==> src/rtl/iso_irq_pkg.sv <==
package iso_irq_pkg;

    // -------------------------------------------------------------------------
    // register offsets (byte addresses, low byte of haddr)
    // -------------------------------------------------------------------------
    localparam logic [7:0] TX_EVENT_SET_OFF   = 8'h90;
    localparam logic [7:0] TX_EVENT_CLEAR_OFF = 8'h94;
    localparam logic [7:0] TX_MASK_SET_OFF    = 8'h98;
    localparam logic [7:0] TX_MASK_CLEAR_OFF  = 8'h9c;
    localparam logic [7:0] RX_EVENT_SET_OFF   = 8'ha0;
    localparam logic [7:0] RX_EVENT_CLEAR_OFF = 8'ha4;
    localparam logic [7:0] RX_MASK_SET_OFF    = 8'ha8;
    localparam logic [7:0] RX_MASK_CLEAR_OFF  = 8'hac;
    localparam logic [7:0] MAIN_ENABLE_OFF    = 8'hb0;
    localparam logic [7:0] MAIN_STATUS_OFF    = 8'hb4;

    // -------------------------------------------------------------------------
    // field positions and reset values
    // -------------------------------------------------------------------------
    localparam int         TX_SUMMARY_BIT     = 6;
    localparam int         RX_SUMMARY_BIT     = 7;
    localparam logic [7:0] EVENT_RESET        = 8'h00;
    localparam logic [7:0] ENABLE_RESET       = 8'h00;
    localparam logic [1:0] MAIN_RESET         = 2'h0;

    // context interrupt requests from the dma engines
    typedef struct packed {
        logic [7:0] rx;
        logic [7:0] tx;
    } ctx_req_type;

    // captured ahb address phase
    typedef struct packed {
        logic [7:0] offset;
        logic       write;
    } bus_phase_type;

    // bus slave states, gray along idle -> read wait -> read out
    typedef enum logic [1:0] {
        S_IDLE    = 2'b00,
        S_RD_WAIT = 2'b01,
        S_RD_OUT  = 2'b11,
        S_WRITE   = 2'b10
    } slave_state_type;

endpackage : iso_irq_pkg

==> src/rtl/iso_context_irq_bank.sv <==
// Design decision made here: the AHB-Lite interface to the registers.
`timescale 1ns/1ps
`default_nettype none
module iso_context_irq_bank
    import iso_irq_pkg::*;
(
    // clock and reset
    input  wire logic        hclk,
    input  wire logic        hresetn,
    // ahb-lite slave
    input  wire logic        hsel,
    input  wire logic [31:0] haddr,
    input  wire logic [1:0]  htrans,
    input  wire logic        hwrite,
    input  wire logic [2:0]  hsize,
    input  wire logic [31:0] hwdata,
    input  wire logic        hready,
    output var  logic [31:0] hrdata,
    output var  logic        hreadyout,
    output var  logic        hresp,
    // context requests, same clock domain
    input  wire ctx_req_type ctx_req,
    // summary and interrupt outputs
    output var  logic        tx_summary_event,
    output var  logic        rx_summary_event,
    output var  logic        irq
);

    // -------------------------------------------------------------------------
    // state
    // -------------------------------------------------------------------------
    slave_state_type state;
    bus_phase_type   phase;
    ctx_req_type     req_prev;
    logic [7:0]      tx_context_events;
    logic [7:0]      tx_context_enables;
    logic [7:0]      rx_context_events;
    logic [7:0]      rx_context_enables;
    logic [1:0]      main_enable;      // [1] rx summary, [0] tx summary
    logic [1:0]      main_status;      // sticky summary events
    logic [7:0]      tx_rise;
    logic [7:0]      rx_rise;
    logic            accept;
    logic            wr_now;
    logic [7:0]      tx_ev_set_wr;     // decoded write strobes, one per register
    logic [7:0]      tx_ev_clr_wr;
    logic [7:0]      rx_ev_set_wr;
    logic [7:0]      rx_ev_clr_wr;
    logic [7:0]      tx_en_set_wr;
    logic [7:0]      tx_en_clr_wr;
    logic [7:0]      rx_en_set_wr;
    logic [7:0]      rx_en_clr_wr;

    // -------------------------------------------------------------------------
    // decode functions
    // -------------------------------------------------------------------------
    // byte lanes 0 of a written word, gated by an exact offset match
    function automatic logic [7:0] wr_bits(input logic          en,
                                           input logic [7:0]    off,
                                           input logic [7:0]    target,
                                           input logic [31:0]   data);
        wr_bits = (en && off == target) ? data[7:0] : 8'h00;
    endfunction : wr_bits

    // read mux; unmapped offsets and bits 31:8 read zero
    function automatic logic [31:0] rd_value(input logic [7:0] off,
                                             input logic [7:0] tev,
                                             input logic [7:0] ten,
                                             input logic [7:0] rev,
                                             input logic [7:0] ren,
                                             input logic [1:0] men,
                                             input logic [1:0] mst);
        logic [7:0] v;
        v = 8'h00;
        case (off)
            TX_EVENT_SET_OFF:   v = tev;
            TX_EVENT_CLEAR_OFF: v = tev & ten;
            TX_MASK_SET_OFF,
            TX_MASK_CLEAR_OFF:  v = ten;
            RX_EVENT_SET_OFF:   v = rev;
            RX_EVENT_CLEAR_OFF: v = rev & ren;
            RX_MASK_SET_OFF,
            RX_MASK_CLEAR_OFF:  v = ren;
            MAIN_ENABLE_OFF: begin
                v[TX_SUMMARY_BIT] = men[0];
                v[RX_SUMMARY_BIT] = men[1];
            end
            MAIN_STATUS_OFF: begin
                v[TX_SUMMARY_BIT] = mst[0];
                v[RX_SUMMARY_BIT] = mst[1];
            end
            default:            v = 8'h00;
        endcase
        rd_value = {24'h000000, v};
    endfunction : rd_value

    // -------------------------------------------------------------------------
    // ahb-lite slave
    // -------------------------------------------------------------------------
    // an address phase is taken only when the bus is ready and nonseq/seq
    assign accept = hsel && hready && htrans[1];
    assign wr_now = (state == S_WRITE) && phase.write;

    // reads take one wait state so a write just ahead is always visible
    always_ff @(posedge hclk or negedge hresetn) begin
        if (!hresetn) begin
            state     <= S_IDLE;
            phase     <= '0;
            hreadyout <= 1'b1;
        end else begin
            case (state)
                S_IDLE, S_RD_OUT, S_WRITE: begin
                    if (accept) begin
                        phase.offset <= {haddr[7:2], 2'b00};
                        phase.write  <= hwrite;
                        state        <= hwrite ? S_WRITE : S_RD_WAIT;
                        hreadyout    <= hwrite;
                    end else begin
                        state        <= S_IDLE;
                        hreadyout    <= 1'b1;
                    end
                end
                S_RD_WAIT: begin
                    state     <= S_RD_OUT;
                    hreadyout <= 1'b1;
                end
                default: begin
                    state     <= S_IDLE;
                    hreadyout <= 1'b1;
                end
            endcase
        end
    end

    // read data is latched at the end of the wait state
    always_ff @(posedge hclk or negedge hresetn) begin
        if (!hresetn) begin
            hrdata <= 32'h00000000;
        end else if (state == S_RD_WAIT) begin
            hrdata <= rd_value(phase.offset, tx_context_events, tx_context_enables,
                               rx_context_events, rx_context_enables, main_enable, main_status);
        end
    end

    // the slave never errors; unmapped accesses read zero and drop writes
    always_ff @(posedge hclk or negedge hresetn) begin
        if (!hresetn) begin
            hresp <= 1'b0;
        end else begin
            hresp <= 1'b0;
        end
    end

    // -------------------------------------------------------------------------
    // write decode
    // -------------------------------------------------------------------------
    // decoded once as nets, so the logic and the assertions share one strobe
    assign tx_ev_set_wr = wr_bits(wr_now, phase.offset, TX_EVENT_SET_OFF, hwdata);
    assign tx_ev_clr_wr = wr_bits(wr_now, phase.offset, TX_EVENT_CLEAR_OFF, hwdata);
    assign rx_ev_set_wr = wr_bits(wr_now, phase.offset, RX_EVENT_SET_OFF, hwdata);
    assign rx_ev_clr_wr = wr_bits(wr_now, phase.offset, RX_EVENT_CLEAR_OFF, hwdata);
    assign tx_en_set_wr = wr_bits(wr_now, phase.offset, TX_MASK_SET_OFF, hwdata);
    assign tx_en_clr_wr = wr_bits(wr_now, phase.offset, TX_MASK_CLEAR_OFF, hwdata);
    assign rx_en_set_wr = wr_bits(wr_now, phase.offset, RX_MASK_SET_OFF, hwdata);
    assign rx_en_clr_wr = wr_bits(wr_now, phase.offset, RX_MASK_CLEAR_OFF, hwdata);

    // -------------------------------------------------------------------------
    // context request edge detection
    // -------------------------------------------------------------------------
    // engines pulse or hold their request; only the asserting edge counts
    always_ff @(posedge hclk or negedge hresetn) begin
        if (!hresetn) begin
            req_prev <= '0;
        end else begin
            req_prev <= ctx_req;
        end
    end

    assign tx_rise = ctx_req.tx & ~req_prev.tx;
    assign rx_rise = ctx_req.rx & ~req_prev.rx;

    // -------------------------------------------------------------------------
    // per-context event and enable bits
    // -------------------------------------------------------------------------
    // one slice per context; a set in the same cycle as a clear wins
    genvar gi;
    generate
        for (gi = 0; gi < 8; gi++) begin : g_ctx
            logic tx_set;
            logic tx_clr;
            logic rx_set;
            logic rx_clr;
            assign tx_set = tx_rise[gi] | tx_ev_set_wr[gi];
            assign tx_clr = tx_ev_clr_wr[gi];
            assign rx_set = rx_rise[gi] | rx_ev_set_wr[gi];
            assign rx_clr = rx_ev_clr_wr[gi];

            // bit gi is context gi, for both directions
            always_ff @(posedge hclk or negedge hresetn) begin
                if (!hresetn) begin
                    tx_context_events[gi] <= EVENT_RESET[gi];
                    rx_context_events[gi] <= EVENT_RESET[gi];
                end else begin
                    if (tx_set) begin
                        tx_context_events[gi] <= 1'b1;
                    end else if (tx_clr) begin
                        tx_context_events[gi] <= 1'b0;
                    end
                    if (rx_set) begin
                        rx_context_events[gi] <= 1'b1;
                    end else if (rx_clr) begin
                        rx_context_events[gi] <= 1'b0;
                    end
                end
            end
        end
    endgenerate

    // enables: ones at the set address set, ones at the clear address clear
    always_ff @(posedge hclk or negedge hresetn) begin
        if (!hresetn) begin
            tx_context_enables <= ENABLE_RESET;
            rx_context_enables <= ENABLE_RESET;
        end else begin
            tx_context_enables <= (tx_context_enables | tx_en_set_wr) & ~tx_en_clr_wr;
            rx_context_enables <= (rx_context_enables | rx_en_set_wr) & ~rx_en_clr_wr;
        end
    end

    // -------------------------------------------------------------------------
    // summary events and interrupt
    // -------------------------------------------------------------------------
    // summaries are levels: they follow the masked events one cycle late
    always_ff @(posedge hclk or negedge hresetn) begin
        if (!hresetn) begin
            tx_summary_event <= 1'b0;
            rx_summary_event <= 1'b0;
        end else begin
            tx_summary_event <= |(tx_context_events & tx_context_enables);
            rx_summary_event <= |(rx_context_events & rx_context_enables);
        end
    end

    // main enable register, plain read/write of bits 7 and 6
    always_ff @(posedge hclk or negedge hresetn) begin
        if (!hresetn) begin
            main_enable <= MAIN_RESET;
        end else if (wr_now && phase.offset == MAIN_ENABLE_OFF) begin
            main_enable <= {hwdata[RX_SUMMARY_BIT], hwdata[TX_SUMMARY_BIT]};
        end
    end

    // sticky status, write one to clear; a live summary re-sets it at once
    always_ff @(posedge hclk or negedge hresetn) begin
        if (!hresetn) begin
            main_status <= MAIN_RESET;
        end else begin
            if (tx_summary_event) begin
                main_status[0] <= 1'b1;
            end else if (wr_now && phase.offset == MAIN_STATUS_OFF && hwdata[TX_SUMMARY_BIT]) begin
                main_status[0] <= 1'b0;
            end
            if (rx_summary_event) begin
                main_status[1] <= 1'b1;
            end else if (wr_now && phase.offset == MAIN_STATUS_OFF && hwdata[RX_SUMMARY_BIT]) begin
                main_status[1] <= 1'b0;
            end
        end
    end

    // level interrupt gated by the main enables
    always_ff @(posedge hclk or negedge hresetn) begin
        if (!hresetn) begin
            irq <= 1'b0;
        end else begin
            irq <= |(main_status & main_enable);
        end
    end
endmodule : iso_context_irq_bank
`default_nettype wire

==> config.mk <==
export PLATFORM = sky130hd
export DESIGN_NAME = iso_context_irq_bank
export DESIGN_NICKNAME = d
export VERILOG_FILES = /design/src/rtl/iso_irq_pkg.sv /design/src/rtl/iso_context_irq_bank.sv
export SDC_FILE = /design/constraint.sdc
export NUM_CORES = 1
export LEC_CHECK = 0
export ABC_AREA = 1
export BUFFER_PORTS_ARGS = -buffer_cell sky130_fd_sc_hd__buf_4
export CAP_MARGIN = 20
export CORE_ASPECT_RATIO = 1.75
export CORE_MARGIN = 4
export CORE_UTILIZATION = 44
export CTS_BUF_LIST = sky130_fd_sc_hd__clkbuf_4
export CTS_CLUSTER_DIAMETER = 120
export DETAILED_ROUTE_END_ITERATION = 8
export GPL_TIMING_DRIVEN = 0
export PLACE_DENSITY_LB_ADDON = 0.3
export SLEW_MARGIN = 20
export SYNTH_ARGS = -nofsm -noshare
export SYNTH_HDL_FRONTEND = slang
export SYNTH_SLANG_ARGS = --single-unit
==> constraint.sdc <==
create_clock -name hclk -period 2.3 [get_ports hclk]
set_input_delay 0.115 -clock hclk [delete_from_list [all_inputs] [get_ports hclk]]
set_output_delay 0.115 -clock hclk [all_outputs]
set_load 0.005 [all_outputs]
==> flow_summary.ini, run 1 <==
[critical_path]
worst_ep_required_time_ps = 2660
cp-end-kind = register
cp_max_fo = 8
rr_worst_depth = 6
start_kind = register
path_class = reg -> reg
worstPathArrival_ps = 2070

[sta]
max_slew.worst_pin.slew_ps = 897.7
slew-limit-headroom_pct = 40.15
fin_crit_sh_pct = 74.62
hold_viol = 0
timing.final.crit_period_ps = 1716
rsz0062_at_grt = no
setup_violations = 0
finClkSkew_ps = 16.35
worst_slack_ps = 583.6
fin_tns_setup_ps = 0
slew_violations = 0
max_freq_mhz = 582.6
fin_hold_ws_ps = 121.9

[power]
p_per_area_nw_per_um2 = 707.2
pwr-share-seq_pct = 46.1
p_int_w = 0.002282
switchingPower_w = 0.001110
p_leak_nw = 2.408
ir_drop_mv = 0.4637
sw_frac_of_total_pct = 32.72
pwr-share-comb_pct = 27.0
pwr-share-clk_pct = 26.8
total_power_w = 0.003392

[placement]
place_congestion = 0.8348
pre_cts_ws_ps = 598.3
dp_hpwl_um = 6539
port-buffer-count = 47
dpl_cell_area_sq_um = 4280

[logic_synthesis]
synth_area_leaders = dfrtp_1, nand2_1, inv_1
ys_warn_count = 0
ys_types = 33
synth_xor_area_share_pct = 0
yosys.area_share.simple_pct = 23.23
synth_top_area_cell = dfrtp_1
synth_fa_ha_area_share_pct = 0
synth_compound_area_share_pct = 13.82
synth_top_family_by_area = simple AND/OR/NAND/NOR gates
synth_seq_area_share_pct = 49.11
syn_avg_cell_area_sq_um = 8.422
synth-seq-cells = 73
syn_area_sq_um = 3722
netlist.area_leader.share_pct = 48.40
synthMuxAreaShare_pct = 0
synthCells = 442

[routing]
drt_iter0_markers = 210
ant_nets = 0
top_layer = met4
num_vias = 3190
wl_met2_um = 4530
route.met3.wl_um = 475
wl_per_cell_um = 13.45
met1_length_um = 3522
vias_per_cell = 4.855
firstDrtPassIters = 4
drc = 0
wirelength_um = 8838

[floorplanning]
io_pins = 127
die_h_um = 129.7
fp.dieW_um = 77.53
start_util_pct = 45.08
dieArea_sq_um = 10050
rows = 44
core_sq_um = 8258

[clock_tree]
cts_tree = yes
cts_buffers = 9
clk_latency_ps = 440
clk_pin_slew_worst_paths_ps = 120
h-tree-depth = 3
cts_root_buffer = clkbuf_4
cts_sinks = 73
cts_buffer_depth = 2
post_cts_buffers = 0

[global_routing]
grt-ovfl-total = 0
grt_max_degree = 74
grt_pass1_vias = 3157
antenna_found_initial = 1
grt_pass1_wl_um = 15140
grt_usage_pct = 19.46

[finish]
drive_gt1_share_pct = 20.04
area_delta_synth_final_pct = 28.84
fin_area_sq_um = 4796
nets = 649

[worst_hold_path]
hp-class = in -> reg
hold_path_depth = 4

[flow_run]
cap_viol_max_count = 0

[status]
outcome = completed
==> final cells by class <==
class | instances | area [sq um]
Fill cell | 740 | 3462
Sequential cell | 73 | 1828
Multi-Input combinational cell | 293 | 1473
Timing Repair Buffer | 82 | 703.2
Inverter | 68 | 257.7
Buffer | 32 | 254.0
Tap cell | 92 | 115.1
Clock inverter | 7 | 95.09
Clock buffer | 9 | 67.56
Antenna cell | 1 | 2.502
==> cell usage after synthesis <==
library cell and instances:
conb_1 1, a21o_1 2, nand2_4 1, nand3_4 1
o211ai_1 8, o221ai_1 8, nor3_1 2, a21oi_1 6
nand3_1 31, nand2_1 94, nand3b_1 2, inv_1 66
o21ai_0 36, buf_2 2, nor2_4 8, dfstp_2 1
a211oi_1 1, nor4_1 2, o21a_1 1, inv_2 1
buf_6 5, a22o_1 1, nor3_2 1, inv_4 1
nand4_1 4, nor2_2 1, dfrtp_1 72, nor2_8 1
nor2_1 32, buf_4 25, o21bai_1 10, nand2_2 3
o21ai_1 12
==> worst paths after layout <==
path	from	to	slack (ps)
max	phase[4]$_DFFE_PN0P_	tx_context_events[3]$_DFFE_PN0P_	580
min	htrans[1]	hreadyout$_DFF_PN1_	120
max reg2reg	phase[4]$_DFFE_PN0P_	tx_context_events[3]$_DFFE_PN0P_	580
min reg2reg	req_prev[14]$_DFF_PN0_	rx_context_events[6]$_DFFE_PN0P_	440
max in group asynchronous	hresetn	tx_context_events[6]$_DFFE_PN0P_	1380
min in group asynchronous	hresetn	hrdata[3]$_DFFE_PN0P_	330
==> worst max-delay path: stages (launching register included) <==
cell and delay [ps]:
dfrtp_1 390, buf_6 150, nor2_4 220, nand2_4 100, nor2_4 200, nand2_1 310
o221ai_1 260
==> metrics by stage <==
stage               util (%)  instances
finish                 58.08        657
global route           58.08        657
CTS                    58.05        656
detailed placement     51.83        605
global placement       51.83        605
floorplan                  -        466
==> repair_timing <==
action | CTS | global route
hold buffers | 35 | 0
hold endpoints to repair | 115 | 0
resized for setup | 0 | 0
setup endpoints to repair | 0 | 0
==> cells in the final DEF, fill, tap and decap left out, types with 3 or more instances in the layout <==
master / n
inv_1: 66
nand3_1: 31
clkinvlp_4: 3
o221ai_1: 8
buf_4: 72
o211ai_1: 8
o21bai_1: 10
clkbuf_4: 9
dlygate4sd3_1: 35
nand2_1: 94
conb_1: 25
o21ai_0: 36
nand2_2: 3
nor2_1: 32
nand4_1: 4
buf_6: 5
dfrtp_1: 72
nor2_4: 8
a21oi_1: 6
o21ai_1: 12
==> kinds of logic after synthesis <==
logic type,count (synthesis)
compound gates,85
buf+inv,100
flops,73
other cells,1
simple gates,183
==> registers in the layout (all words and copies together) (netlist names), 2 cells and up <==
name / flops
tx_context_enables: 8
hrdata: 8
phase: 7
rx_context_events: 8
main_enable: 2
main_status: 2
state: 2
tx_context_events: 8
req_prev: 16
rx_context_enables: 8
==> power by group through the flow <==
| stage | clock [W] | combinational (W) | sequential, W |
|---|---|---|---|
| global placement | 0 | 0.000854 | 0.00158 |
| CTS | 0.000933 | 0.000926 | 0.00157 |
| finish | 0.000910 | 0.000917 | 0.00156 |
| detailed placement | 0 | 0.000870 | 0.00159 |
| floorplan | 0 | 0.000544 | 0.00157 |
| global route | 0.000994 | 0.00104 | 0.00159 |
==> metal layers <==
| layer | GRT usage, % | vias up |
|---|---|---|
| met1 | 22.63 | 1457 |
| met3 | 2.503 | 21 |
| met2 | 33.21 | 99 |
| met4 | 13.42 | 0 |
| met5 | 0 | - |
| li1 | - | 1613 |
No activity file was read; power rests on OpenSTA's default activity.
==> inputs of run 2 (changes only) <==
==> constraint.sdc (replaced) <==
create_clock -name hclk -period 1.8 [get_ports hclk]
set_input_delay 0.09 -clock hclk [delete_from_list [all_inputs] [get_ports hclk]]
set_output_delay 0.09 -clock hclk [all_outputs]
set_load 0.005 [all_outputs]
==> run 2 against run 1 <==
Net effect: register-to-register slack worse by 450 ps; largest cell class unchanged; fmax increased by 3.0%; critical path type unchanged; highest routed layer unchanged; wire length up 0.53%; worst hold slack lost 38 ps; first-iteration DRC count is 0.48% lower.
==> flow_summary.ini, run 2 (synthesized netlist as in run 1, its figures left out) <==
[critical_path]
crit_top_cell = inv_1
start_kind = register
worstPathArrival_ps = 2060
path_cells = inv_1 > nor2_4 > buf_6 > inv_1 > o21ai_0 > dlygate4sd3_1
path_class = reg -> reg
crit_family = buffers and inverters
worst_ep_required_time_ps = 2190
cp_slowest_cell = dlygate4sd3_1
cp-end-kind = register
slowest_delay_ps = 590
cp_max_fo = 10
cp_num_buf_inv = 4

[power]
p_per_area_nw_per_um2 = 903.1
ir_drop_mv = 0.5879
p_leak_nw = 2.414

[flow_run]
cap_viol_max_count = 0

[routing]
drt_iter0_markers = 209
wl_per_cell_um = 13.50
wirelength_um = 8885
drc = 0
num_vias = 3177
firstDrtPassIters = 4
vias_per_cell = 4.828
ant_nets = 0

[status]
outcome = completed

[sta]
slew_violations = 0
finClkSkew_ps = 11.63
slew-limit-headroom_pct = 39.10
max_freq_mhz = 600.3
fin_crit_sh_pct = 92.54
fin_tns_setup_ps = 0
hold_viol = 0
max_slew.worst_pin.slew_ps = 913.5
rsz0062_at_grt = yes
timing.final.crit_period_ps = 1666
setup_violations = 0

[clock_tree]
cts_root_buffer = clkbuf_4
clk_pin_slew_worst_paths_ps = 120
cts_buffer_depth = 2
cts_tree = yes
cts_sinks = 73
cts_buffers = 9
h-tree-depth = 3
clk_latency_ps = 460

[finish]
final_cell_mix = nand2_1, buf_4, dfrtp_1, inv_1, dlygate4sd3_1
fin_area_sq_um = 4811
drive_gt1_share_pct = 20.35
fin_cells = 658
regMostFlops = req_prev
largest_reg_flops = 16
nets = 650
area_delta_synth_final_pct = 29.24
final_common_cell = nand2_1

[floorplanning]
start_util_pct = 45.08
die_h_um = 129.7
io_pins = 127
fp.dieW_um = 77.53
dieArea_sq_um = 10050
rows = 44
core_sq_um = 8258

[global_routing]
antenna_found_initial = 1
grt_max_degree = 74
grt-ovfl-total = 0
grt_pass1_wl_um = 15140
grt_pass1_vias = 3157
grt_usage_pct = 19.46

[placement]
place_congestion = 0.8348
dpl_cell_area_sq_um = 4280
port-buffer-count = 47
dp_cells = 605
dp_hpwl_um = 6539

[worst_hold_path]
hp-class = in -> reg
==> run 2: changes by cell type in the layout (fill, tap and decap cells not counted) <==
| cell | change |
|---|---|
| buf_4 | +1 |
| o21ai_1 | +2 |
| o21ai_0 | -2 |
| nor2_2 | -1 |
| nand2_1 | -1 |
| nand2_2 | +1 |
| nor2_4 | +1 |
==> run 2: repair_timing <==
action	in CTS	in global routing
setup buffers	0	1
hold buffers	35	0
hold endpoints to repair	116	0
setup endpoints to repair	0	13
gates resized for setup	0	4
==> run 2: power breakdown <==
part           total, W  internal (W)  switching (W)  leakage (nW)
combinational   0.00118      0.000515       0.000669          1.53
sequential      0.00200       0.00185       0.000153         0.809
clock           0.00116      0.000558       0.000603        0.0758
==> run 2: cell type report <==
class | count | area [sq um]
fillers | 737 | 3447
well taps | 92 | 115.1
inverters | 68 | 257.7
diodes | 1 | 2.502
plain buffers | 32 | 254.0
clock inverters | 7 | 95.09
multi-input cells | 293 | 1480
clock buffers | 9 | 67.56
flip-flops and latches | 73 | 1828
repair buffers | 83 | 710.7
==> run 2: routing by layer <==
metal	share of wire, %	vias to the layer above	global-route usage (%)
met2	51	93	33.21
met5	0	-	0
li1	-	1615	-
met3	5.0	23	2.503
met1	40	1446	22.63
met4	4.3	0	13.42
==> run 2: worst paths after layout <==
kind / startpoint / endpoint / slack [ps] / cells past startpoint
max in group asynchronous: hresetn / req_prev[14]$_DFF_PN0_ / 910 / 2
min reg2reg: req_prev[14]$_DFF_PN0_ / rx_context_events[6]$_DFFE_PN0P_ / 440 / 1
max reg2reg: state[0]$_DFF_PN0_ / state[0]$_DFF_PN0_ / 130 / 6
max: state[0]$_DFF_PN0_ / state[0]$_DFF_PN0_ / 130 / 6
min in group asynchronous: hresetn / hrdata[3]$_DFFE_PN0P_ / 270 / 2
min: htrans[1] / hreadyout$_DFF_PN1_ / 80 / 4
==> run 2: metrics by stage <==
step | util [%] | power [W] | worst slack, ps | hold WS (ps)
global placement | 51.83 | 0.003115 | 146.9 | 208.6
detailed placement | 51.83 | 0.003144 | 98.28 | 209.0
CTS | 58.05 | 0.004376 | 87.08 | 70.01
finish | 58.26 | 0.004345 | 134.2 | 83.85
global route | 58.26 | 0.004636 | -3.838 | 114.0
floorplan | - | 0.002702 | 452.2 | -205.6
==> run 2: worst reg2reg max path: stages (launching register included) <==
cell and delay [ps]:
dfrtp_1 420, inv_1 100, nor2_4 190, buf_6 170, inv_1 80, o21ai_0 70
dlygate4sd3_1 590
